File: src/sfb_pkg.sv
// package with register map, timing constants and state types of the safety function blocks
// How it works
// no override request: output follows safety source
// override forces On unless force-off option applies
// expired bypass timer drives output Off
// bypass limit 1 s to 12 h, always active
// one bypass limit shared by all
// after bypass, source regains output control
// two-hand actuated while bypassed issues Stop
// enable block wired straight to output block
// unbypassable stop always stops in enable mode
// enable mode starts on switch to Run
// in enable mode switch and stop control
// reset restores normal run control
// leave enable mode: switch Off plus reset
// enable limit 1 s to 30 min, always active
// enable limit expiry turns outputs Off
// new cycle only after switch Off then On
// output on and off delays still apply
// unlatch permit node enables latch reset
// latch reset only with sources Run, permit high when the permit option is set
// stop drives latch output Off and holds it
// reference signal mirrors its output state
// reset input monitored or non-monitored selectable
// monitored reset high 0.5 to 2 s, trailing
// non-monitored reset high 0.5 s, leading
// reset ignored unless controlling inputs Run
// timers in scan ticks, cleared at reset
package sfb_pkg;
  localparam int unsigned CLK_PERIOD_NS  = 100;
  localparam int unsigned SCAN_PERIOD_NS = 1000000;
  localparam int unsigned SCAN_CYCLES    = SCAN_PERIOD_NS / CLK_PERIOD_NS;
  localparam int unsigned SCAN_PER_SEC   = 1000;
  localparam logic [15:0] BYPASS_MIN_S   = 16'h0001;
  localparam logic [15:0] BYPASS_MAX_S   = 16'hA8C0;
  localparam logic [15:0] ENABLE_MIN_S   = 16'h0001;
  localparam logic [15:0] ENABLE_MAX_S   = 16'h0708;
  localparam logic [11:0] RST_MIN_MS     = 12'h1F4;
  localparam logic [11:0] RST_MAX_MS     = 12'h7D0;
  localparam logic [11:0] RST_SAT_MS     = 12'h7D1;
  localparam logic [7:0]  OFS_CTRL       = 8'h00;
  localparam logic [7:0]  OFS_BP_LIMIT   = 8'h04;
  localparam logic [7:0]  OFS_ED_LIMIT   = 8'h08;
  localparam logic [7:0]  OFS_ON_DELAY   = 8'h0C;
  localparam logic [7:0]  OFS_OFF_DELAY  = 8'h10;
  localparam logic [7:0]  OFS_STATUS     = 8'h14;
  localparam int unsigned CTRL_FORCE_OFF = 0;
  localparam int unsigned CTRL_MONITORED = 1;
  localparam int unsigned CTRL_PERMIT    = 2;
  localparam logic [2:0]  CTRL_RESET     = 3'h0;
  localparam logic [15:0] BP_LIMIT_RESET = 16'h003C;
  localparam logic [15:0] ED_LIMIT_RESET = 16'h003C;
  localparam logic [15:0] DELAY_RESET    = 16'h0000;
  localparam int unsigned IN_SRC   = 0;
  localparam int unsigned IN_OVR   = 1;
  localparam int unsigned IN_TWOH  = 2;
  localparam int unsigned IN_SW    = 3;
  localparam int unsigned IN_NORM  = 4;
  localparam int unsigned IN_STOP  = 5;
  localparam int unsigned IN_LSRC  = 6;
  localparam int unsigned IN_PERM  = 7;
  localparam int unsigned IN_RST   = 8;
  localparam int unsigned IN_W     = 9;
  localparam logic [1:0]  RESP_OKAY   = 2'h0;
  localparam logic [1:0]  RESP_SLVERR = 2'h2;

  typedef enum logic [1:0] {ED_NORMAL, ED_ENABLE, ED_EXPIRED} sfb_ed_state_t;

  function automatic logic [15:0] sfb_clamp(input logic [15:0] v, input logic [15:0] lo,
                                            input logic [15:0] hi);
    sfb_clamp = (v < lo) ? lo : ((v > hi) ? hi : v);
  endfunction : sfb_clamp

  function automatic logic [31:0] sfb_strb(input logic [31:0] old, input logic [31:0] nw,
                                           input logic [3:0] be);
    logic [31:0] r;
    r = old;
    for (int i = 0; i < 4; i++) begin
      if (be[i]) r[i*8 +: 8] = nw[i*8 +: 8];
    end
    sfb_strb = r;
  endfunction : sfb_strb
endpackage : sfb_pkg

File: src/sfb_tmr_if.sv
// interface between the block logic and a seconds timer
`timescale 1ns/1ps
interface sfb_tmr_if;
  logic        clr;
  logic        run;
  logic [15:0] limit;
  logic        expired;
  modport ctl (output clr, output run, output limit, input expired);
  modport tmr (input clr, input run, input limit, output expired);
endinterface : sfb_tmr_if

File: src/sfb_timer.sv
// seconds timer counting whole seconds of scan ticks up to a limit
`timescale 1ns/1ps
module sfb_timer (
  input  wire logic  sys_clk,
  input  wire logic  reset,
  input  wire logic  sec_tick,
  sfb_tmr_if.tmr     t
);
  logic [15:0] cnt_q;
  logic        exp_q;

  assign t.expired = exp_q;

  always_ff @(posedge sys_clk or posedge reset) begin
    if (reset) begin
      cnt_q <= 16'h0000;
      exp_q <= 1'b0;
    end else if (t.clr) begin
      cnt_q <= 16'h0000;
      exp_q <= 1'b0;
    end else if (t.run && sec_tick && !exp_q) begin
      cnt_q <= cnt_q + 16'h0001;
      if (cnt_q + 16'h0001 >= t.limit) exp_q <= 1'b1;
    end
  end
endmodule : sfb_timer

File: src/sfb_top.sv
// bypass, enabling device and latch reset blocks with AXI4-Lite registers
//
// Design decisions made here: the register offsets and the AXI4-Lite register port.
`timescale 1ns/1ps
module sfb_top #(
  parameter int unsigned SCAN_CYCLES = sfb_pkg::SCAN_CYCLES
) (
  input  wire logic        sys_clk,
  input  wire logic        reset,
  input  wire logic        safety_source,
  input  wire logic        override_request,
  input  wire logic        two_hand_actuated,
  input  wire logic        enable_switch,
  input  wire logic        normal_inputs,
  input  wire logic        unbypassable_stop,
  input  wire logic        latch_sources,
  input  wire logic        unlatch_permit,
  input  wire logic        operator_reset,
  output logic             bypass_out,
  output logic             two_hand_stop,
  output logic             enable_out,
  output logic             latch_out,
  output logic             referenced_output,
  input  wire logic [7:0]  s_axi_awaddr,
  input  wire logic        s_axi_awvalid,
  output logic             s_axi_awready,
  input  wire logic [31:0] s_axi_wdata,
  input  wire logic [3:0]  s_axi_wstrb,
  input  wire logic        s_axi_wvalid,
  output logic             s_axi_wready,
  output logic [1:0]       s_axi_bresp,
  output logic             s_axi_bvalid,
  input  wire logic        s_axi_bready,
  input  wire logic [7:0]  s_axi_araddr,
  input  wire logic        s_axi_arvalid,
  output logic             s_axi_arready,
  output logic [31:0]      s_axi_rdata,
  output logic [1:0]       s_axi_rresp,
  output logic             s_axi_rvalid,
  input  wire logic        s_axi_rready
);
  ////////////////////////////////////////////////////////////////////////////////
  logic [sfb_pkg::IN_W-1:0] in_meta_q;
  logic [sfb_pkg::IN_W-1:0] in_q;
  logic [sfb_pkg::IN_W-1:0] prev_q;
  logic [13:0]              scan_cnt_q;
  logic                     scan_tick_q;
  logic [9:0]               sec_cnt_q;
  logic                     sec_tick_q;
  logic [2:0]               ctrl_q;
  logic [15:0]              bp_limit_q;
  logic [15:0]              ed_limit_q;
  logic [15:0]              on_delay_q;
  logic [15:0]              off_delay_q;
  logic                     bypass_d;
  logic                     ed_target_d;
  logic                     ed_target_q;
  logic [15:0]              dly_q;
  logic [11:0]              rst_len_q;
  logic                     rst_done_q;
  logic                     reset_evt_q;
  logic                     sw_rise;
  sfb_pkg::sfb_ed_state_t   ed_state_q;
  logic                     aw_have_q;
  logic                     w_have_q;
  logic [7:0]               aw_addr_q;
  logic [31:0]              w_data_q;
  logic [3:0]               w_strb_q;
  logic [31:0]              wr_old;
  logic [31:0]              wr_new;

  sfb_tmr_if bp_tmr ();
  sfb_tmr_if ed_tmr ();

  sfb_timer u_bp_timer (.sys_clk(sys_clk), .reset(reset), .sec_tick(sec_tick_q), .t(bp_tmr));
  sfb_timer u_ed_timer (.sys_clk(sys_clk), .reset(reset), .sec_tick(sec_tick_q), .t(ed_tmr));

  ////////////////////////////////////////////////////////////////////////////////
  // input synchroniser and edge history
  always_ff @(posedge sys_clk or posedge reset) begin
    if (reset) begin
      in_meta_q <= '0;
      in_q      <= '0;
      prev_q    <= '0;
    end else begin
      in_meta_q <= {operator_reset, unlatch_permit, latch_sources, unbypassable_stop,
                    normal_inputs, enable_switch, two_hand_actuated, override_request,
                    safety_source};
      in_q      <= in_meta_q;
      prev_q    <= in_q;
    end
  end

  assign sw_rise = in_q[sfb_pkg::IN_SW] && !prev_q[sfb_pkg::IN_SW];

  // scan tick and seconds tick dividers
  always_ff @(posedge sys_clk or posedge reset) begin
    if (reset) begin
      scan_cnt_q  <= 14'h0000;
      scan_tick_q <= 1'b0;
      sec_cnt_q   <= 10'h000;
      sec_tick_q  <= 1'b0;
    end else begin
      scan_tick_q <= 1'b0;
      sec_tick_q  <= 1'b0;
      if (scan_cnt_q == 14'(SCAN_CYCLES - 1)) begin
        scan_cnt_q  <= 14'h0000;
        scan_tick_q <= 1'b1;
      end else begin
        scan_cnt_q <= scan_cnt_q + 14'h0001;
      end
      if (scan_tick_q) begin
        if (sec_cnt_q == 10'(sfb_pkg::SCAN_PER_SEC - 1)) begin
          sec_cnt_q  <= 10'h000;
          sec_tick_q <= 1'b1;
        end else begin
          sec_cnt_q <= sec_cnt_q + 10'h001;
        end
      end
    end
  end

  ////////////////////////////////////////////////////////////////////////////////
  // bypass block
  assign bp_tmr.clr   = !in_q[sfb_pkg::IN_OVR];
  assign bp_tmr.run   = in_q[sfb_pkg::IN_OVR];
  assign bp_tmr.limit = bp_limit_q;

  always_comb begin
    if (!in_q[sfb_pkg::IN_OVR]) begin
      bypass_d = in_q[sfb_pkg::IN_SRC];
    end else if (bp_tmr.expired) begin
      bypass_d = 1'b0;
    end else if (ctrl_q[sfb_pkg::CTRL_FORCE_OFF] && in_q[sfb_pkg::IN_SRC]) begin
      bypass_d = 1'b0;
    end else begin
      bypass_d = 1'b1;
    end
  end

  always_ff @(posedge sys_clk or posedge reset) begin
    if (reset) begin
      bypass_out    <= 1'b0;
      two_hand_stop <= 1'b0;
    end else begin
      bypass_out    <= bypass_d;
      two_hand_stop <= in_q[sfb_pkg::IN_OVR] && in_q[sfb_pkg::IN_TWOH];
    end
  end

  ////////////////////////////////////////////////////////////////////////////////
  // operator reset qualification
  always_ff @(posedge sys_clk or posedge reset) begin
    if (reset) begin
      rst_len_q   <= 12'h000;
      rst_done_q  <= 1'b0;
      reset_evt_q <= 1'b0;
    end else begin
      reset_evt_q <= 1'b0;
      if (!in_q[sfb_pkg::IN_RST]) begin
        rst_len_q  <= 12'h000;
        rst_done_q <= 1'b0;
        if (prev_q[sfb_pkg::IN_RST] && ctrl_q[sfb_pkg::CTRL_MONITORED] &&
            rst_len_q >= sfb_pkg::RST_MIN_MS && rst_len_q <= sfb_pkg::RST_MAX_MS) begin
          reset_evt_q <= 1'b1;
        end
      end else begin
        if (scan_tick_q && rst_len_q != sfb_pkg::RST_SAT_MS) rst_len_q <= rst_len_q + 12'h001;
        if (!ctrl_q[sfb_pkg::CTRL_MONITORED] && !rst_done_q &&
            rst_len_q >= sfb_pkg::RST_MIN_MS) begin
          reset_evt_q <= 1'b1;
          rst_done_q  <= 1'b1;
        end
      end
    end
  end

  ////////////////////////////////////////////////////////////////////////////////
  // enabling device block
  assign ed_tmr.clr   = (ed_state_q != sfb_pkg::ED_ENABLE);
  assign ed_tmr.run   = (ed_state_q == sfb_pkg::ED_ENABLE);
  assign ed_tmr.limit = ed_limit_q;

  always_ff @(posedge sys_clk or posedge reset) begin
    if (reset) begin
      ed_state_q <= sfb_pkg::ED_NORMAL;
    end else begin
      case (ed_state_q)
        sfb_pkg::ED_NORMAL: begin
          if (sw_rise) ed_state_q <= sfb_pkg::ED_ENABLE;
        end
        sfb_pkg::ED_ENABLE: begin
          if (reset_evt_q && !in_q[sfb_pkg::IN_SW]) begin
            ed_state_q <= sfb_pkg::ED_NORMAL;
          end else if (ed_tmr.expired) begin
            ed_state_q <= sfb_pkg::ED_EXPIRED;
          end
        end
        sfb_pkg::ED_EXPIRED: begin
          if (reset_evt_q && !in_q[sfb_pkg::IN_SW]) begin
            ed_state_q <= sfb_pkg::ED_NORMAL;
          end else if (sw_rise) begin
            ed_state_q <= sfb_pkg::ED_ENABLE;
          end
        end
        default: ed_state_q <= sfb_pkg::ED_NORMAL;
      endcase
    end
  end

  always_comb begin
    case (ed_state_q)
      sfb_pkg::ED_NORMAL: ed_target_d = in_q[sfb_pkg::IN_NORM] && in_q[sfb_pkg::IN_STOP];
      sfb_pkg::ED_ENABLE: ed_target_d = in_q[sfb_pkg::IN_SW] && in_q[sfb_pkg::IN_STOP];
      default:            ed_target_d = 1'b0;
    endcase
  end

  // output delay stage; the final output feeds the output block directly
  always_ff @(posedge sys_clk or posedge reset) begin
    if (reset) begin
      ed_target_q       <= 1'b0;
      dly_q             <= 16'h0000;
      enable_out        <= 1'b0;
      referenced_output <= 1'b0;
    end else begin
      ed_target_q <= ed_target_d;
      if (ed_target_q == enable_out) begin
        dly_q <= 16'h0000;
      end else if (dly_q >= (ed_target_q ? on_delay_q : off_delay_q)) begin
        enable_out        <= ed_target_q;
        referenced_output <= ed_target_q;
        dly_q             <= 16'h0000;
      end else if (scan_tick_q) begin
        dly_q <= dly_q + 16'h0001;
      end
    end
  end

  ////////////////////////////////////////////////////////////////////////////////
  // latch reset block, stop dominant
  always_ff @(posedge sys_clk or posedge reset) begin
    if (reset) begin
      latch_out <= 1'b0;
    end else if (!in_q[sfb_pkg::IN_LSRC]) begin
      latch_out <= 1'b0;
    end else if (reset_evt_q &&
                 (!ctrl_q[sfb_pkg::CTRL_PERMIT] || in_q[sfb_pkg::IN_PERM])) begin
      latch_out <= 1'b1;
    end
  end

  ////////////////////////////////////////////////////////////////////////////////
  // AXI4-Lite write channel
  // byte-lane merge of the pending write into the addressed register
  always_comb begin
    case (aw_addr_q)
      sfb_pkg::OFS_CTRL:      wr_old = {29'h0, ctrl_q};
      sfb_pkg::OFS_BP_LIMIT:  wr_old = {16'h0, bp_limit_q};
      sfb_pkg::OFS_ED_LIMIT:  wr_old = {16'h0, ed_limit_q};
      sfb_pkg::OFS_ON_DELAY:  wr_old = {16'h0, on_delay_q};
      sfb_pkg::OFS_OFF_DELAY: wr_old = {16'h0, off_delay_q};
      default:                wr_old = 32'h0000_0000;
    endcase
    wr_new = sfb_pkg::sfb_strb(wr_old, w_data_q, w_strb_q);
  end

  always_ff @(posedge sys_clk or posedge reset) begin
    if (reset) begin
      s_axi_awready <= 1'b0;
      s_axi_wready  <= 1'b0;
      s_axi_bvalid  <= 1'b0;
      s_axi_bresp   <= sfb_pkg::RESP_OKAY;
      aw_have_q     <= 1'b0;
      w_have_q      <= 1'b0;
      aw_addr_q     <= 8'h00;
      w_data_q      <= 32'h0000_0000;
      w_strb_q      <= 4'h0;
      ctrl_q        <= sfb_pkg::CTRL_RESET;
      bp_limit_q    <= sfb_pkg::BP_LIMIT_RESET;
      ed_limit_q    <= sfb_pkg::ED_LIMIT_RESET;
      on_delay_q    <= sfb_pkg::DELAY_RESET;
      off_delay_q   <= sfb_pkg::DELAY_RESET;
    end else begin
      if (s_axi_awvalid && s_axi_awready) begin
        s_axi_awready <= 1'b0;
        aw_have_q     <= 1'b1;
        aw_addr_q     <= s_axi_awaddr;
      end else if (!aw_have_q && !s_axi_bvalid) begin
        s_axi_awready <= 1'b1;
      end
      if (s_axi_wvalid && s_axi_wready) begin
        s_axi_wready <= 1'b0;
        w_have_q     <= 1'b1;
        w_data_q     <= s_axi_wdata;
        w_strb_q     <= s_axi_wstrb;
      end else if (!w_have_q && !s_axi_bvalid) begin
        s_axi_wready <= 1'b1;
      end
      if (s_axi_bvalid && s_axi_bready) s_axi_bvalid <= 1'b0;
      if (aw_have_q && w_have_q && !s_axi_bvalid) begin
        aw_have_q    <= 1'b0;
        w_have_q     <= 1'b0;
        s_axi_bvalid <= 1'b1;
        s_axi_bresp  <= sfb_pkg::RESP_OKAY;
        case (aw_addr_q)
          sfb_pkg::OFS_CTRL:      ctrl_q      <= wr_new[2:0];
          sfb_pkg::OFS_BP_LIMIT:
            bp_limit_q <= sfb_pkg::sfb_clamp(wr_new[15:0], sfb_pkg::BYPASS_MIN_S,
                                             sfb_pkg::BYPASS_MAX_S);
          sfb_pkg::OFS_ED_LIMIT:
            ed_limit_q <= sfb_pkg::sfb_clamp(wr_new[15:0], sfb_pkg::ENABLE_MIN_S,
                                             sfb_pkg::ENABLE_MAX_S);
          sfb_pkg::OFS_ON_DELAY:  on_delay_q  <= wr_new[15:0];
          sfb_pkg::OFS_OFF_DELAY: off_delay_q <= wr_new[15:0];
          sfb_pkg::OFS_STATUS: s_axi_bresp <= sfb_pkg::RESP_OKAY;
          default: s_axi_bresp <= sfb_pkg::RESP_SLVERR;
        endcase
      end
    end
  end

  // AXI4-Lite read channel
  always_ff @(posedge sys_clk or posedge reset) begin
    if (reset) begin
      s_axi_arready <= 1'b0;
      s_axi_rvalid  <= 1'b0;
      s_axi_rdata   <= 32'h0000_0000;
      s_axi_rresp   <= sfb_pkg::RESP_OKAY;
    end else if (s_axi_arvalid && s_axi_arready) begin
      s_axi_arready <= 1'b0;
      s_axi_rvalid  <= 1'b1;
      s_axi_rresp   <= sfb_pkg::RESP_OKAY;
      case (s_axi_araddr)
        sfb_pkg::OFS_CTRL:      s_axi_rdata <= {29'h0, ctrl_q};
        sfb_pkg::OFS_BP_LIMIT:  s_axi_rdata <= {16'h0, bp_limit_q};
        sfb_pkg::OFS_ED_LIMIT:  s_axi_rdata <= {16'h0, ed_limit_q};
        sfb_pkg::OFS_ON_DELAY:  s_axi_rdata <= {16'h0, on_delay_q};
        sfb_pkg::OFS_OFF_DELAY: s_axi_rdata <= {16'h0, off_delay_q};
        sfb_pkg::OFS_STATUS:
          s_axi_rdata <= {24'h0, (ed_state_q == sfb_pkg::ED_EXPIRED),
                          (ed_state_q == sfb_pkg::ED_ENABLE), ed_tmr.expired,
                          bp_tmr.expired, latch_out, enable_out, two_hand_stop, bypass_out};
        default: begin
          s_axi_rdata <= 32'h0000_0000;
          s_axi_rresp <= sfb_pkg::RESP_SLVERR;
        end
      endcase
    end else if (s_axi_rvalid) begin
      if (s_axi_rready) s_axi_rvalid <= 1'b0;
    end else begin
      s_axi_arready <= 1'b1;
    end
  end

  ////////////////////////////////////////////////////////////////////////////////
  // checks
  property p_bp_follow;
    @(posedge sys_clk) disable iff (reset)
    !$past(in_q[sfb_pkg::IN_OVR]) |-> (bypass_out == $past(in_q[sfb_pkg::IN_SRC]));
  endproperty
  a_bp_follow: assert property (p_bp_follow) else $error("bypass output not following source");

  property p_bp_on;
    @(posedge sys_clk) disable iff (reset)
    $past(in_q[sfb_pkg::IN_OVR] && !bp_tmr.expired && !in_q[sfb_pkg::IN_SRC]) |-> bypass_out;
  endproperty
  a_bp_on: assert property (p_bp_on) else $error("override did not hold output on");

  property p_bp_expire;
    @(posedge sys_clk) disable iff (reset)
    $past(in_q[sfb_pkg::IN_OVR] && bp_tmr.expired) |-> !bypass_out;
  endproperty
  a_bp_expire: assert property (p_bp_expire) else $error("expired bypass left output on");

  property p_bp_limit;
    @(posedge sys_clk) disable iff (reset)
    (bp_limit_q >= sfb_pkg::BYPASS_MIN_S) && (bp_limit_q <= sfb_pkg::BYPASS_MAX_S);
  endproperty
  a_bp_limit: assert property (p_bp_limit) else $error("bypass limit out of range");

  property p_two_hand;
    @(posedge sys_clk) disable iff (reset)
    (in_q[sfb_pkg::IN_OVR] && in_q[sfb_pkg::IN_TWOH]) |=> two_hand_stop;
  endproperty
  a_two_hand: assert property (p_two_hand) else $error("two-hand stop not issued");

  property p_ed_stop;
    @(posedge sys_clk) disable iff (reset)
    !in_q[sfb_pkg::IN_STOP] |=> !ed_target_q;
  endproperty
  a_ed_stop: assert property (p_ed_stop) else $error("stop overridden in enable path");

  property p_ed_enter;
    @(posedge sys_clk) disable iff (reset)
    (ed_state_q == sfb_pkg::ED_NORMAL) && sw_rise |=> (ed_state_q == sfb_pkg::ED_ENABLE);
  endproperty
  a_ed_enter: assert property (p_ed_enter) else $error("enable mode not entered");

  property p_ed_exit;
    @(posedge sys_clk) disable iff (reset)
    ($past(ed_state_q) == sfb_pkg::ED_ENABLE) && (ed_state_q == sfb_pkg::ED_NORMAL)
      |-> $past(reset_evt_q) && !$past(in_q[sfb_pkg::IN_SW]);
  endproperty
  a_ed_exit: assert property (p_ed_exit) else $error("enable mode left without reset");

  property p_ed_expired;
    @(posedge sys_clk) disable iff (reset)
    (ed_state_q == sfb_pkg::ED_EXPIRED) && !sw_rise |=> (ed_state_q != sfb_pkg::ED_ENABLE)
      ##0 !ed_target_q;
  endproperty
  a_ed_expired: assert property (p_ed_expired) else $error("expired enable restarted");

  property p_latch_stop;
    @(posedge sys_clk) disable iff (reset)
    !in_q[sfb_pkg::IN_LSRC] |=> !latch_out ##1 (!latch_out || $past(reset_evt_q));
  endproperty
  a_latch_stop: assert property (p_latch_stop) else $error("latch not held off at stop");
endmodule : sfb_top

File: config.mk
export PLATFORM = sky130hd
export DESIGN_NAME = sfb_top
export DESIGN_NICKNAME = d
export VERILOG_FILES = /design/src/sfb_pkg.sv /design/src/sfb_tmr_if.sv /design/src/sfb_timer.sv /design/src/sfb_top.sv
export SDC_FILE = /design/constraint.sdc
export NUM_CORES = 1
export LEC_CHECK = 0
export BUFFER_PORTS_ARGS = -buffer_cell sky130_fd_sc_hd__buf_2
export CORE_MARGIN = 2
export CORE_UTILIZATION = 25
export DETAILED_ROUTE_END_ITERATION = 10
export SYNTH_ARGS = -nofsm -noshare
export SYNTH_HDL_FRONTEND = slang
export SYNTH_SLANG_ARGS = --single-unit
File: constraint.sdc
create_clock -name sys_clk -period 11.42 [get_ports sys_clk]
set_clock_uncertainty 0.15 [all_clocks]
set_input_delay 2.284 -clock sys_clk [delete_from_list [all_inputs] [get_ports sys_clk]]
set_output_delay 2.284 -clock sys_clk [all_outputs]
set_load 0.01 [all_outputs]
==> results of run 1 <==
worst max-delay path, delay by kind of cell:
kind / cells / cell delay [ps]
and+or+nand+nor: 4 / 2040
buffers and inverters: 1 / 260
AOI/OAI and AO/OA: 2 / 290
logic make-up after synthesis:
logic type / count (synthesis) / share of synthesized area [%]
adders and majority gates: 56 / 5.53
AOI/OAI and AO/OA: 260 / 13.7
buffers and inverters: 111 / 4.12
xor gates and xnor gates: 96 / 6.64
and+or+nand+nor: 383 / 15.3
other: 1 / 0.0296
muxes: 94 / 8.09
DFF: 235 / 46.5
registers in the layout (all words and copies together), names as in the netlist, 2 cells and up:
| name | count |
|---|---|
| dly_q | 16 |
| rst_len_q | 12 |
| sec_cnt_q | 10 |
| s_axi_rdata | 16 |
| aw_addr_q | 8 |
| w_strb_q | 2 |
| ed_limit_q | 16 |
| u_bp_timer.cnt_q | 16 |
| w_data_q | 16 |
| ed_state_q | 2 |
| in_meta_q | 9 |
| prev_q | 2 |
| ctrl_q | 3 |
| scan_cnt_q | 14 |
| off_delay_q | 16 |
| on_delay_q | 16 |
| u_ed_timer.cnt_q | 16 |
| bp_limit_q | 16 |
| in_q | 9 |
cell type report:
| class | count | area share (%) |
|---|---|---|
| tap | 672 | 5.76 |
| sequential | 235 | 40.3 |
| timing repair buffer | 86 | 3.10 |
| clock buffer | 39 | 5.35 |
| multi-input combinational | 907 | 43.3 |
| inverter | 44 | 1.18 |
| clock inverter | 11 | 1.01 |
metal layers:
| metal | up-vias | wire, um | share of wire [%] | GRT usage [%] |
|---|---|---|---|---|
| li1 | 4513 | - | - | - |
| met1 | 4699 | 16400 | 48 | 18.8 |
| met2 | 323 | 14200 | 41 | 18.9 |
| met3 | 49 | 3110 | 9.0 | 3.82 |
| met4 | 2 | 633 | 1.8 | 2.72 |
| met5 | - | 64 | 0.19 | 0.919 |
synth_stat cells (19+ instances only):
| master | instances |
|---|---|
| sky130_fd_sc_hd__nand3_1 | 34 |
| sky130_fd_sc_hd__and2_1 | 23 |
| sky130_fd_sc_hd__a22oi_1 | 22 |
| sky130_fd_sc_hd__a21oi_1 | 60 |
| sky130_fd_sc_hd__nor2_1 | 91 |
| sky130_fd_sc_hd__clkbuf_1 | 38 |
| sky130_fd_sc_hd__mux2_2 | 62 |
| sky130_fd_sc_hd__mux2i_1 | 30 |
| sky130_fd_sc_hd__nand4_1 | 21 |
| sky130_fd_sc_hd__xor2_1 | 55 |
| sky130_fd_sc_hd__a21o_1 | 19 |
| sky130_fd_sc_hd__o21ai_0 | 60 |
| sky130_fd_sc_hd__ha_1 | 56 |
| sky130_fd_sc_hd__buf_4 | 19 |
| sky130_fd_sc_hd__xnor2_1 | 41 |
| sky130_fd_sc_hd__inv_1 | 44 |
| sky130_fd_sc_hd__nand2_1 | 101 |
| sky130_fd_sc_hd__dfrtp_1 | 227 |
where the power goes:
part | switching [W] | internal [W]
clock | 0.000361 | 0.000544
combinational | 0.000364 | 0.000251
sequential | 0.000164 | 0.000939
total | 0.000889 | 0.00173
cell usage in the layout, fill, tap and decap left out, types with 19 or more instances in the layout:
cell type | Yosys | layout
sky130_fd_sc_hd__nor2_1 | 91 | 91
sky130_fd_sc_hd__mux2_2 | 62 | 62
sky130_fd_sc_hd__nand4_1 | 21 | 21
sky130_fd_sc_hd__nand2_1 | 101 | 101
sky130_fd_sc_hd__a21o_1 | 19 | 19
sky130_fd_sc_hd__clkbuf_16 | 0 | 27
sky130_fd_sc_hd__xnor2_1 | 41 | 41
sky130_fd_sc_hd__o21ai_0 | 60 | 60
sky130_fd_sc_hd__ha_1 | 56 | 56
sky130_fd_sc_hd__dfrtp_1 | 227 | 227
sky130_fd_sc_hd__inv_1 | 44 | 43
sky130_fd_sc_hd__a22oi_1 | 22 | 22
sky130_fd_sc_hd__mux2i_1 | 30 | 30
sky130_fd_sc_hd__nand3_1 | 34 | 34
sky130_fd_sc_hd__buf_2 | 3 | 77
sky130_fd_sc_hd__and2_1 | 23 | 23
sky130_fd_sc_hd__a21oi_1 | 60 | 60
sky130_fd_sc_hd__xor2_1 | 55 | 55
through the flow:
stage	area, um2	worst slack (ps)
detailed placement	13700	6470
CTS	14600	7060
floorplan	12700	2550
finish	14600	6870
global placement	13700	6540
global route	14600	6790
path summary, 6_finish.rpt:
| check | startpoint | endpoint | slack [ps] | cells after the start |
|---|---|---|---|---|
| setup / recovery | s_axi_araddr[3] | s_axi_rdata[3] | 6870 | 7 |
| hold / removal | in_meta_q[8] | in_q[8] | 200 | 0 |
| setup reg to reg | aw_addr_q[2] | bp_limit_q[11] | 7220 | 9 |
| hold reg to reg | in_meta_q[8] | in_q[8] | 200 | 0 |
| max in group asynchronous | reset | in_q[7] | 7990 | 3 |
| min in group asynchronous | reset | in_meta_q[1] | 1620 | 2 |
==> results.md, run 1 <==
Route:
- The per-cell via count in the routed design is 4.81.
- The number of nets still failing antenna checks after routing is 0.
- The per-cell routed wire length is 17.3 um.
- For this block, the initial DRC count from the detailed router was 999.
- The detailed-route via count is 9586.
- The post-detailed-routing wire length is 34400 um.
- The detailed-route DRC error count is 0.
- The first TritonRoute pass finished after 6 iterations.

Final layout:
- The count of fill cells added during filler insertion is 5345.
- Summing all multi-input logic gate instances after layout gives 0.00632 mm2.
- Excluding fillers, the count of instances in the completed layout stands at 1994.
- The final antenna diode count is 0.
- Summing all flip-flop and latch instances after layout gives 0.00589 mm2.
- From synthesis to final layout, the design area changed by 15.3%.
- Cells with a size suffix above 1 make up 16.3% of the layout.
- In the final design database the tool counted 1425 nets.
- The utilization of the core after routing is 29.2%.

Clock network:
- The number of resized instances in the post-cts repair step is 0.
- CTS placed an instance of sky130_fd_sc_hd__clkbuf_16 at the clock tree root.
- Clock-pin slew was measured on the worst setup and hold paths at 60 ps.
- The count of H-tree levels built during CTS is 1.
- The clock net in this run drives a total of 235 sinks.
- TritonCTS built the clock tree.
- The clock passes through at most 3 buffers.
- Hold repair after CTS inserted 0 buffers.
- TritonCTS created 27 clock buffers.
- Clock latency on the worst-skew pair, taken at its later pin, is 570 ps.
- The buffers inserted during post-CTS setup optimization is 0.

STA:
- The summed negative setup slack over all endpoints is 0 ps.
- For the finished layout, the period the worst path requires is 4550 ps.
- Across all hold checks on the routed design, the worst slack comes to 196 ps.
- The number of hold violations in the final report is 0.
- Setup repair after global routing left no endpoint under its margin.
- The max-slew violation count is 0.
- At the pin with the least slew margin, the transition time is 1210 ps.
- The normalized max-slew margin is 19.0%.
- The fmax is 220 MHz.
- The final critical path takes up 39.8% of the cycle.
- The final count of negative-setup-slack endpoints is 0.

Global route:
- The number of antenna violations at the first check in global routing is 0.
- The total overflow reported by the global router is 0.
- In the global route stage, overall resource usage came out at 13.0%.
- Entering global routing, the biggest net connects 93 pins.
- The number of global-route vias before repair came to 9515.
- The first-pass GRT wire length is 54400 um.

Yosys:
- Summing the sequential cell areas from Yosys gives 46.5% of the chip area.
- The combined area of all synthesized cells is 0.0127 mm2.
- For this run, the number of Yosys warnings is 0.
- In the post-synthesis netlist, the biggest area contributors are sky130_fd_sc_hd__dfrtp_1, sky130_fd_sc_hd__ha_1, sky130_fd_sc_hd__mux2_2, sky130_fd_sc_hd__xor2_1, sky130_fd_sc_hd__nand2_1.
- In this run, distinct cell masters in the synthesized netlist total 69.
- The cell taking the most area after synthesis is sky130_fd_sc_hd__dfrtp_1.
- For this run, asynchronously set or reset flops after synthesis account for 100%.
- Of the post-synthesis cell area, the dominant cell type holds 44.9%.
- The number of synthesized register bits is 235.
- Among all flip-flop cells after synthesis, the most frequent one is sky130_fd_sc_hd__dfrtp_1.
- Averaged over all synthesized cells, the footprint is 10.2 um2.
- Synthesis produced a netlist whose cell count is 1236.
- The number of enable-type register cells in the synthesized netlist is 0.

Pwr:
- VDD sags by at most 180 uV.
- The leakage power figure is 6.50 nW.
- Dividing total power by cell area gives a power density of 180 mW/mm2.
- After layout, the design draws a total of 0.00262 W.

Die:
- The site row count is 82.
- The number of top-level design ports is 114.
- The die width is 229 um.
- The area enclosed by the die boundary is 0.0525 mm2.
- The initial utilization of the core area, before any placement, comes to 25.3%.
- The die span in y is 229 um.
- The core footprint is 0.0501 mm2.

Setup path:
- The worst stage delay on the critical path is 810 ps.
- The most frequent cell on the critical path is sky130_fd_sc_hd__nor2b_1.
- STA classifies the critical path endpoint as a flop.
- STA classifies the critical path startpoint as a primary input.
- Walking the worst path, the cells encountered are buf_2, nor2b_1, and3_1, nor2b_1, a22oi_1, nand3_1, a22o_1.
- STA puts the critical path data arrival time at 4900 ps.
- The worst setup path is of the primary input to flop kind.
- At the worst endpoint, the required time is 11760 ps.
- The slowest stage cell on the critical path is sky130_fd_sc_hd__and3_1.
- Of all nets on the critical path, the largest fanout is 23.

Place:
- The HPWL after detailed placement is 25400 um.
- Including well taps, the total number of placed cells is 1944.
- Routability-driven placement finished with a final weighted congestion of 0.936.
- Buffers placed on the I/O ports in this run total 77.

Run:
- Across the run, the number of max-cap violations was 0.

Run status:
- The run finished with clean final reports.

Min path:
- The worst hold path belongs to the class flop to flop.
Power figures use the tool's default switching activity.
==> inputs of run 2 (changes only) <==
==> constraint.sdc (replaced) <==
create_clock -name sys_clk -period 4.2 [get_ports sys_clk]
set_clock_uncertainty 0.15 [all_clocks]
set_input_delay 0.84 -clock sys_clk [delete_from_list [all_inputs] [get_ports sys_clk]]
set_output_delay 0.84 -clock sys_clk [all_outputs]
set_load 0.01 [all_outputs]
==> results.md, run 2 (synthesis results as in run 1) <==
Run status:
- The run finished with clean final reports.

Final layout:
- From synthesis to final layout, the design area changed by 16.2%.
- The final antenna diode count is 0.
- The fraction of final layout cells with drive strength greater than 1 is 17.3%.
- The most common cell after layout, fill and taps aside is sky130_fd_sc_hd__dfrtp_1.
- The final layout net count is 1440.
- The top cell types in the final layout, fill and taps aside, are sky130_fd_sc_hd__dfrtp_1, sky130_fd_sc_hd__nand2_1, sky130_fd_sc_hd__nor2_1.

Die:
- The core footprint is 0.0501 mm2.
- The die width is 229 um.
- From bottom edge to top edge, the die measures 229 um.
- The initialized floorplan defines 82 standard-cell rows.
- 114 I/O pins were placed.
- The floorplan step defined a die boundary enclosing 0.0525 mm2.
- The initial standard-cell utilization of the core is 25.3%.

Clock network:
- The clock tree from TritonCTS is done.
- Clock-pin slew was measured on the worst setup and hold paths at 60 ps.
- In this run the number of H-tree levels came out at 1.
- Post-CTS repair changed the size of 0 cells.
- The number of setup buffers added after CTS is 0.
- The count of hold-fix buffers inserted at cts is 0.
- Clock tree synthesis inserted a total of 26 buffers.
- The clock drives 235 sinks.
- Clock latency on the worst-skew pair, taken at its later pin, is 560 ps.
- Clock tree synthesis selected as its root buffer the cell sky130_fd_sc_hd__clkbuf_16.
- The number of buffers on the longest clock path is 3.

STA:
- The normalized max-slew margin is 21.8%.
- The transition time at the pin with the least slew margin is 1170 ps.
- Setup repair after global routing left no endpoint under its margin.
- On the final layout, the worst hold slack is 36.7 ps.
- For the final routed database, the setup TNS stands at 0 ps.
- For this run, the top clock speed supported by timing is 259 MHz.
- The post-route clock period utilization is 91.8%.
- The final count of negative-setup-slack endpoints is 0.
- The final critical-path required period is 3850 ps.
- The max-slew violation count is 0.
- The number of hold violations in the final report came to 0.

Pwr:
- VDD sags by at most 410 uV.
- The cell area power density is 482 mW/mm2.
- The leakage power figure is 6.56 nW.

Setup path:
- The kind of launch point of the worst setup path is a flop.
- The number of cells on the worst reg-to-reg path is 9.
- The category of the worst setup path capture point is a flop.
- Setup slack on the worst reg-to-reg path comes out at 350 ps.
- The terminus of the critical flop-to-flop path is bp_limit_q[13].
- The data arrival time at the worst-slack endpoint is 4140 ps.
- The maximum fanout count along the critical path is 16.
- The beginning of the worst register-to-register path is aw_addr_q[2].
- The required arrival time at the worst endpoint is 4490 ps.
- The start-to-end type of the worst setup path is flop to flop.

Route:
- After detailed routing, the number of vias per cell comes to 4.82.
- Wires add up to 33800 um.
- The number of nets still failing antenna checks after routing is 0.
- The per-cell routed wire length is 16.9 um.
- The routed layout has 9683 vias.
- The first TritonRoute pass finished after 7 iterations.
- For this block, the initial DRC count from the detailed router was 673.
- After detailed routing, the number of remaining DRC violations is 0.

Place:
- Input and output buffers added on the ports amount to 77.
- The HPWL after detailed placement is 25200 um.
- The final weighted congestion in routability-driven placement is 0.908.

Min path:
- The min-delay analysis places its worst path in the category primary input to asynchronous set/reset pin.

Global route:
- The number of global-route vias before repair is 9520.
- The largest net degree at the start of global routing is 87.
- The total overflow left after global routing is 0.
- The number of antenna violations at the first check in global routing is 4.
- Global routing consumed, over all layers together, 12.9% of the routing resources.
- The first global-routing pass estimated 54100 um of wire.

Run:
- The reported max-cap violation count is 0.
## run 2: critical path, stage by stage (launching register included)
cell	delay [ps]
sky130_fd_sc_hd__dfrtp_1	780
sky130_fd_sc_hd__buf_4	260
sky130_fd_sc_hd__mux2_1	320
sky130_fd_sc_hd__a221o_1	360
sky130_fd_sc_hd__a22o_1	290
sky130_fd_sc_hd__or4_4	550
sky130_fd_sc_hd__nor3_4	220
sky130_fd_sc_hd__a31oi_1	380
sky130_fd_sc_hd__a22oi_1	300
sky130_fd_sc_hd__o21ai_1	100
## run 2: where the power goes
group,internal (W),switching (W)
sequential,0.00255,0.000411
clock,0.00145,0.000972
combinational,0.000716,0.000989
total,0.00472,0.00237
## run 2: metal layers
metal | global-route usage, % | share of wire (%) | up-vias
met5 | 0 | 0.12 | -
met4 | 3.31 | 2.1 | 6
met3 | 4.20 | 9.9 | 52
met2 | 18.6 | 41 | 347
met1 | 18.5 | 46 | 4723
li1 | - | - | 4555
## run 2: final cells by class
cell class	count	area (um2)
tap	672	841
timing repair buffer	102	586
fill	5298	35400
clock inverter	15	200
multi-input combinational	907	6310
clock buffer	32	713
sequential	235	5890
inverter	44	169
## run 2: worst max-delay path by stage
stage,startpoint,endpoint,depth (start not counted),slack [ps]
after floorplan,reset,aw_addr_q[0],1,140
after global placement,aw_addr_q[2],bp_limit_q[13],9,480
after detailed placement,aw_addr_q[2],bp_limit_q[13],9,400
after CTS,aw_addr_q[2],bp_limit_q[13],9,370
after global routing,aw_addr_q[4],bp_limit_q[12],8,180
final,aw_addr_q[2],bp_limit_q[13],9,350
## run 2: per-stage QoR
step           utilization [%]  setup WS, ps  std cells  total power [W]  area (um2)
2_1_floorplan                -           139       1253          0.00407       12700
3_3_place_gp              27.6           483       1960          0.00462       13800
3_5_place_dp              27.6           403       1960          0.00466       13800
4_1_cts                   29.4           372       2007          0.00713       14700
5_1_grt                   29.4           179       2007          0.00746       14700
6_report                  29.4           346       2007          0.00709       14700
==> inputs of run 3 (changes only) <==
--- a/config.mk
+++ b/config.mk
@@ -6,6 +6,7 @@
 export NUM_CORES = 1
 export LEC_CHECK = 0
 export BUFFER_PORTS_ARGS = -buffer_cell sky130_fd_sc_hd__buf_2
+export CORE_ASPECT_RATIO = 0.8
 export CORE_MARGIN = 2
 export CORE_UTILIZATION = 25
 export DETAILED_ROUTE_END_ITERATION = 10
==> results.md, run 3 (synthesis results as in run 1) <==
Run status:
- The run finished with clean final reports.

STA:
- The fmax is 252 MHz.
- The summed negative setup slack over all endpoints is 0 ps.
- The transition time at the pin with the least slew margin is 1200 ps.
- The max-slew violation count is 0.
- The number of hold violations in the final report is 0.
- The post-route clock period utilization is 94.6%.
- Hold is met by 197 ps.
- The smallest clock period supported by the final layout is computed as 3970 ps.
- The final count of negative-setup-slack endpoints is 0.
- The least setup slack across all paths after layout is 226 ps.
- The normalized max-slew margin is 20.0%.
- Setup repair after global routing left no endpoint under its margin.

Final layout:
- The final layout net count is 1441.
- The filler cells instantiated in the layout total 5253.
- The fraction of final layout cells with drive strength greater than 1 is 17.1%.
- 0 antenna diodes ended up in the layout.
- The most common cell after layout, fill and taps aside is sky130_fd_sc_hd__dfrtp_1.
- The layout overhead on the synthesized area is 15.6%.
- In the layout the commonest cells are sky130_fd_sc_hd__dfrtp_1, sky130_fd_sc_hd__nand2_1, sky130_fd_sc_hd__nor2_1.

Setup path:
- The number of buffers and inverters on the critical path is 2.
- In this design, the largest share of critical-path delay is due to compound AO/OA/AOI/OAI gates.
- STA classifies the critical path startpoint as a flop.
- In this design, the stage delay of the slowest critical-path cell is 890 ps.
- Traced cell by cell, the critical path runs through buf_4, nor3b_1, buf_4, a222oi_1, o21ai_1, or4_4, nor3_4, a31oi_1, nand3_1, o21ai_1.
- Data on the critical path is required at its endpoint by 4510 ps.
- The category of the worst setup path capture point is a flop.
- The critical path is of the flop to flop type.
- The maximum fanout count along the critical path is 26.
- The slowest stage of the critical path is the sky130_fd_sc_hd__a31oi_1 cell.
- The data arrival time at the worst-slack endpoint is 4290 ps.

Route:
- The post-detailed-routing wire length is 34100 um.
- The per-cell routed wire length is 17.0 um.
- The detailed-route via count is 9740.
- In the routed layout, each cell is associated on average with a via count of 4.85.
- The number of nets still failing antenna checks after routing is 0.
- After detailed routing, the number of remaining DRC violations is 0.
- The detailed-router iteration count before antenna repair is 5.
- The detailed router's first-iteration violation count is 934.

Global route:
- The number of antenna violations at the first check in global routing came to 0.
- The largest net degree at the start of global routing is 155.
- The number of global-route vias before repair came to 9132.
- Across every metal layer, demand over resource in global routing totals 12.9%.
- For this run the aggregate overflow at the end of global routing stands at 0.
- The first global-routing pass estimated 53500 um of wire.

Clock network:
- The clock tree from TritonCTS is done.
- After clock tree synthesis, the repair step resized 0 gates.
- After clock tree synthesis, the flow added hold-fix buffers numbering 0.
- The count of H-tree levels built during CTS is 1.
- After clock tree synthesis, the clock-pin slew on the worst setup and hold paths is 60 ps.
- In this run the post-CTS setup repair buffer count came out at 0.
- The buffer cell driving the clock tree root is sky130_fd_sc_hd__clkbuf_16.
- Counting along the longest clock path gives a buffer depth of 3.
- The clock net in this run drives a total of 235 sinks.
- The latest clock arrival within the worst-skew pair is 550 ps.
- The number of buffers created by CTS is 23.

Place:
- The final HPWL from detailed placement is 25400 um.
- The final weighted congestion in routability-driven placement is 0.948.
- In this run the tool buffered the top-level ports with 77 buffer cells.
- The worst slack at placement is 467 ps.

Pwr:
- The internal power of the cells totals 0.00458 W.
- In this run the static leakage power is 6.52 nW.
- The logic gate share of total power is 26.5%.
- The share of total power in sequential cells is 41.7%.
- The switching power is 0.00240 W.
- The largest vdd supply drop is 302 uV.
- The fraction of power spent switching nets is 34.4%.
- The cell area power density is 477 mW/mm2.
- The share of total power dissipated in the clock network is 31.8%.

Die:
- The site row count is 73.
- The die covers 0.0525 mm2.
- The region available for standard cell placement spans 0.0499 mm2.
- The die span in y is 205 um.
- During I/O placement, the number of pins put on the boundary was 114.
- The die width is 256 um.
- The initial utilization of the core area, before any placement, comes to 25.4%.

Run:
- The reported max-cap violation count is 0.

Min path:
- The worst min-delay path class is flop to flop.
## run 3: power by group through the flow
stage | Combinational [W] | Clock (W) | Sequential, W
after detailed placement | 0.00179 | 0 | 0.00294
after CTS | 0.00180 | 0.00228 | 0.00290
after floorplan | 0.00129 | 0 | 0.00278
final | 0.00185 | 0.00222 | 0.00291
after global routing | 0.00200 | 0.00237 | 0.00294
after global placement | 0.00177 | 0 | 0.00293
## run 3: worst reg2reg max path, delay by kind of cell (launching register included)
family                 cells  cell delay, ps
buffers and inverters      2             570
and+or+nand+nor            4            1240
DFF                        1             340
AOI/OAI and AO/OA          4            1590
## run 3: through the flow
| step | cell area, um2 | cells | total power, W | utilization (%) |
|---|---|---|---|---|
| after floorplan | 12700 | 1253 | 0.00407 | - |
| after global placement | 13800 | 1966 | 0.00469 | 27.7 |
| after detailed placement | 13800 | 1966 | 0.00473 | 27.7 |
| after CTS | 14600 | 2008 | 0.00698 | 29.3 |
| after global routing | 14600 | 2009 | 0.00730 | 29.3 |
| final | 14600 | 2009 | 0.00698 | 29.3 |
## run 3: worst paths after layout
| path | startpoint | endpoint | slack (ps) | cells past startpoint |
|---|---|---|---|---|
| min in group asynchronous | reset | sec_cnt_q[6] | 380 | 3 |
| setup reg to reg | aw_addr_q[2] | bp_limit_q[14] | 230 | 10 |
| hold / removal | in_meta_q[4] | in_q[4] | 200 | 0 |
| hold reg to reg | in_meta_q[4] | in_q[4] | 200 | 0 |
| max in group asynchronous | reset | in_meta_q[7] | 2720 | 3 |
| setup / recovery | aw_addr_q[2] | bp_limit_q[14] | 230 | 10 |
## run 3: metal layers
metal	wire [um]	track usage, %	vias up
li1	-	-	4542
met3	2950	3.28	40
met1	17800	20.3	4780
met4	479	2.42	2
met2	12800	17.1	376
met5	69	1.02	-
## run 3: final cells by class
cell class | count | area, um2 | area share, %
Sequential cell | 235 | 5890 | 40.3
Tap cell | 675 | 845 | 5.77
Clock inverter | 11 | 155 | 1.06
Timing Repair Buffer | 106 | 616 | 4.21
Clock buffer | 31 | 646 | 4.41
Inverter | 44 | 169 | 1.15
Multi-Input combinational cell | 907 | 6310 | 43.1
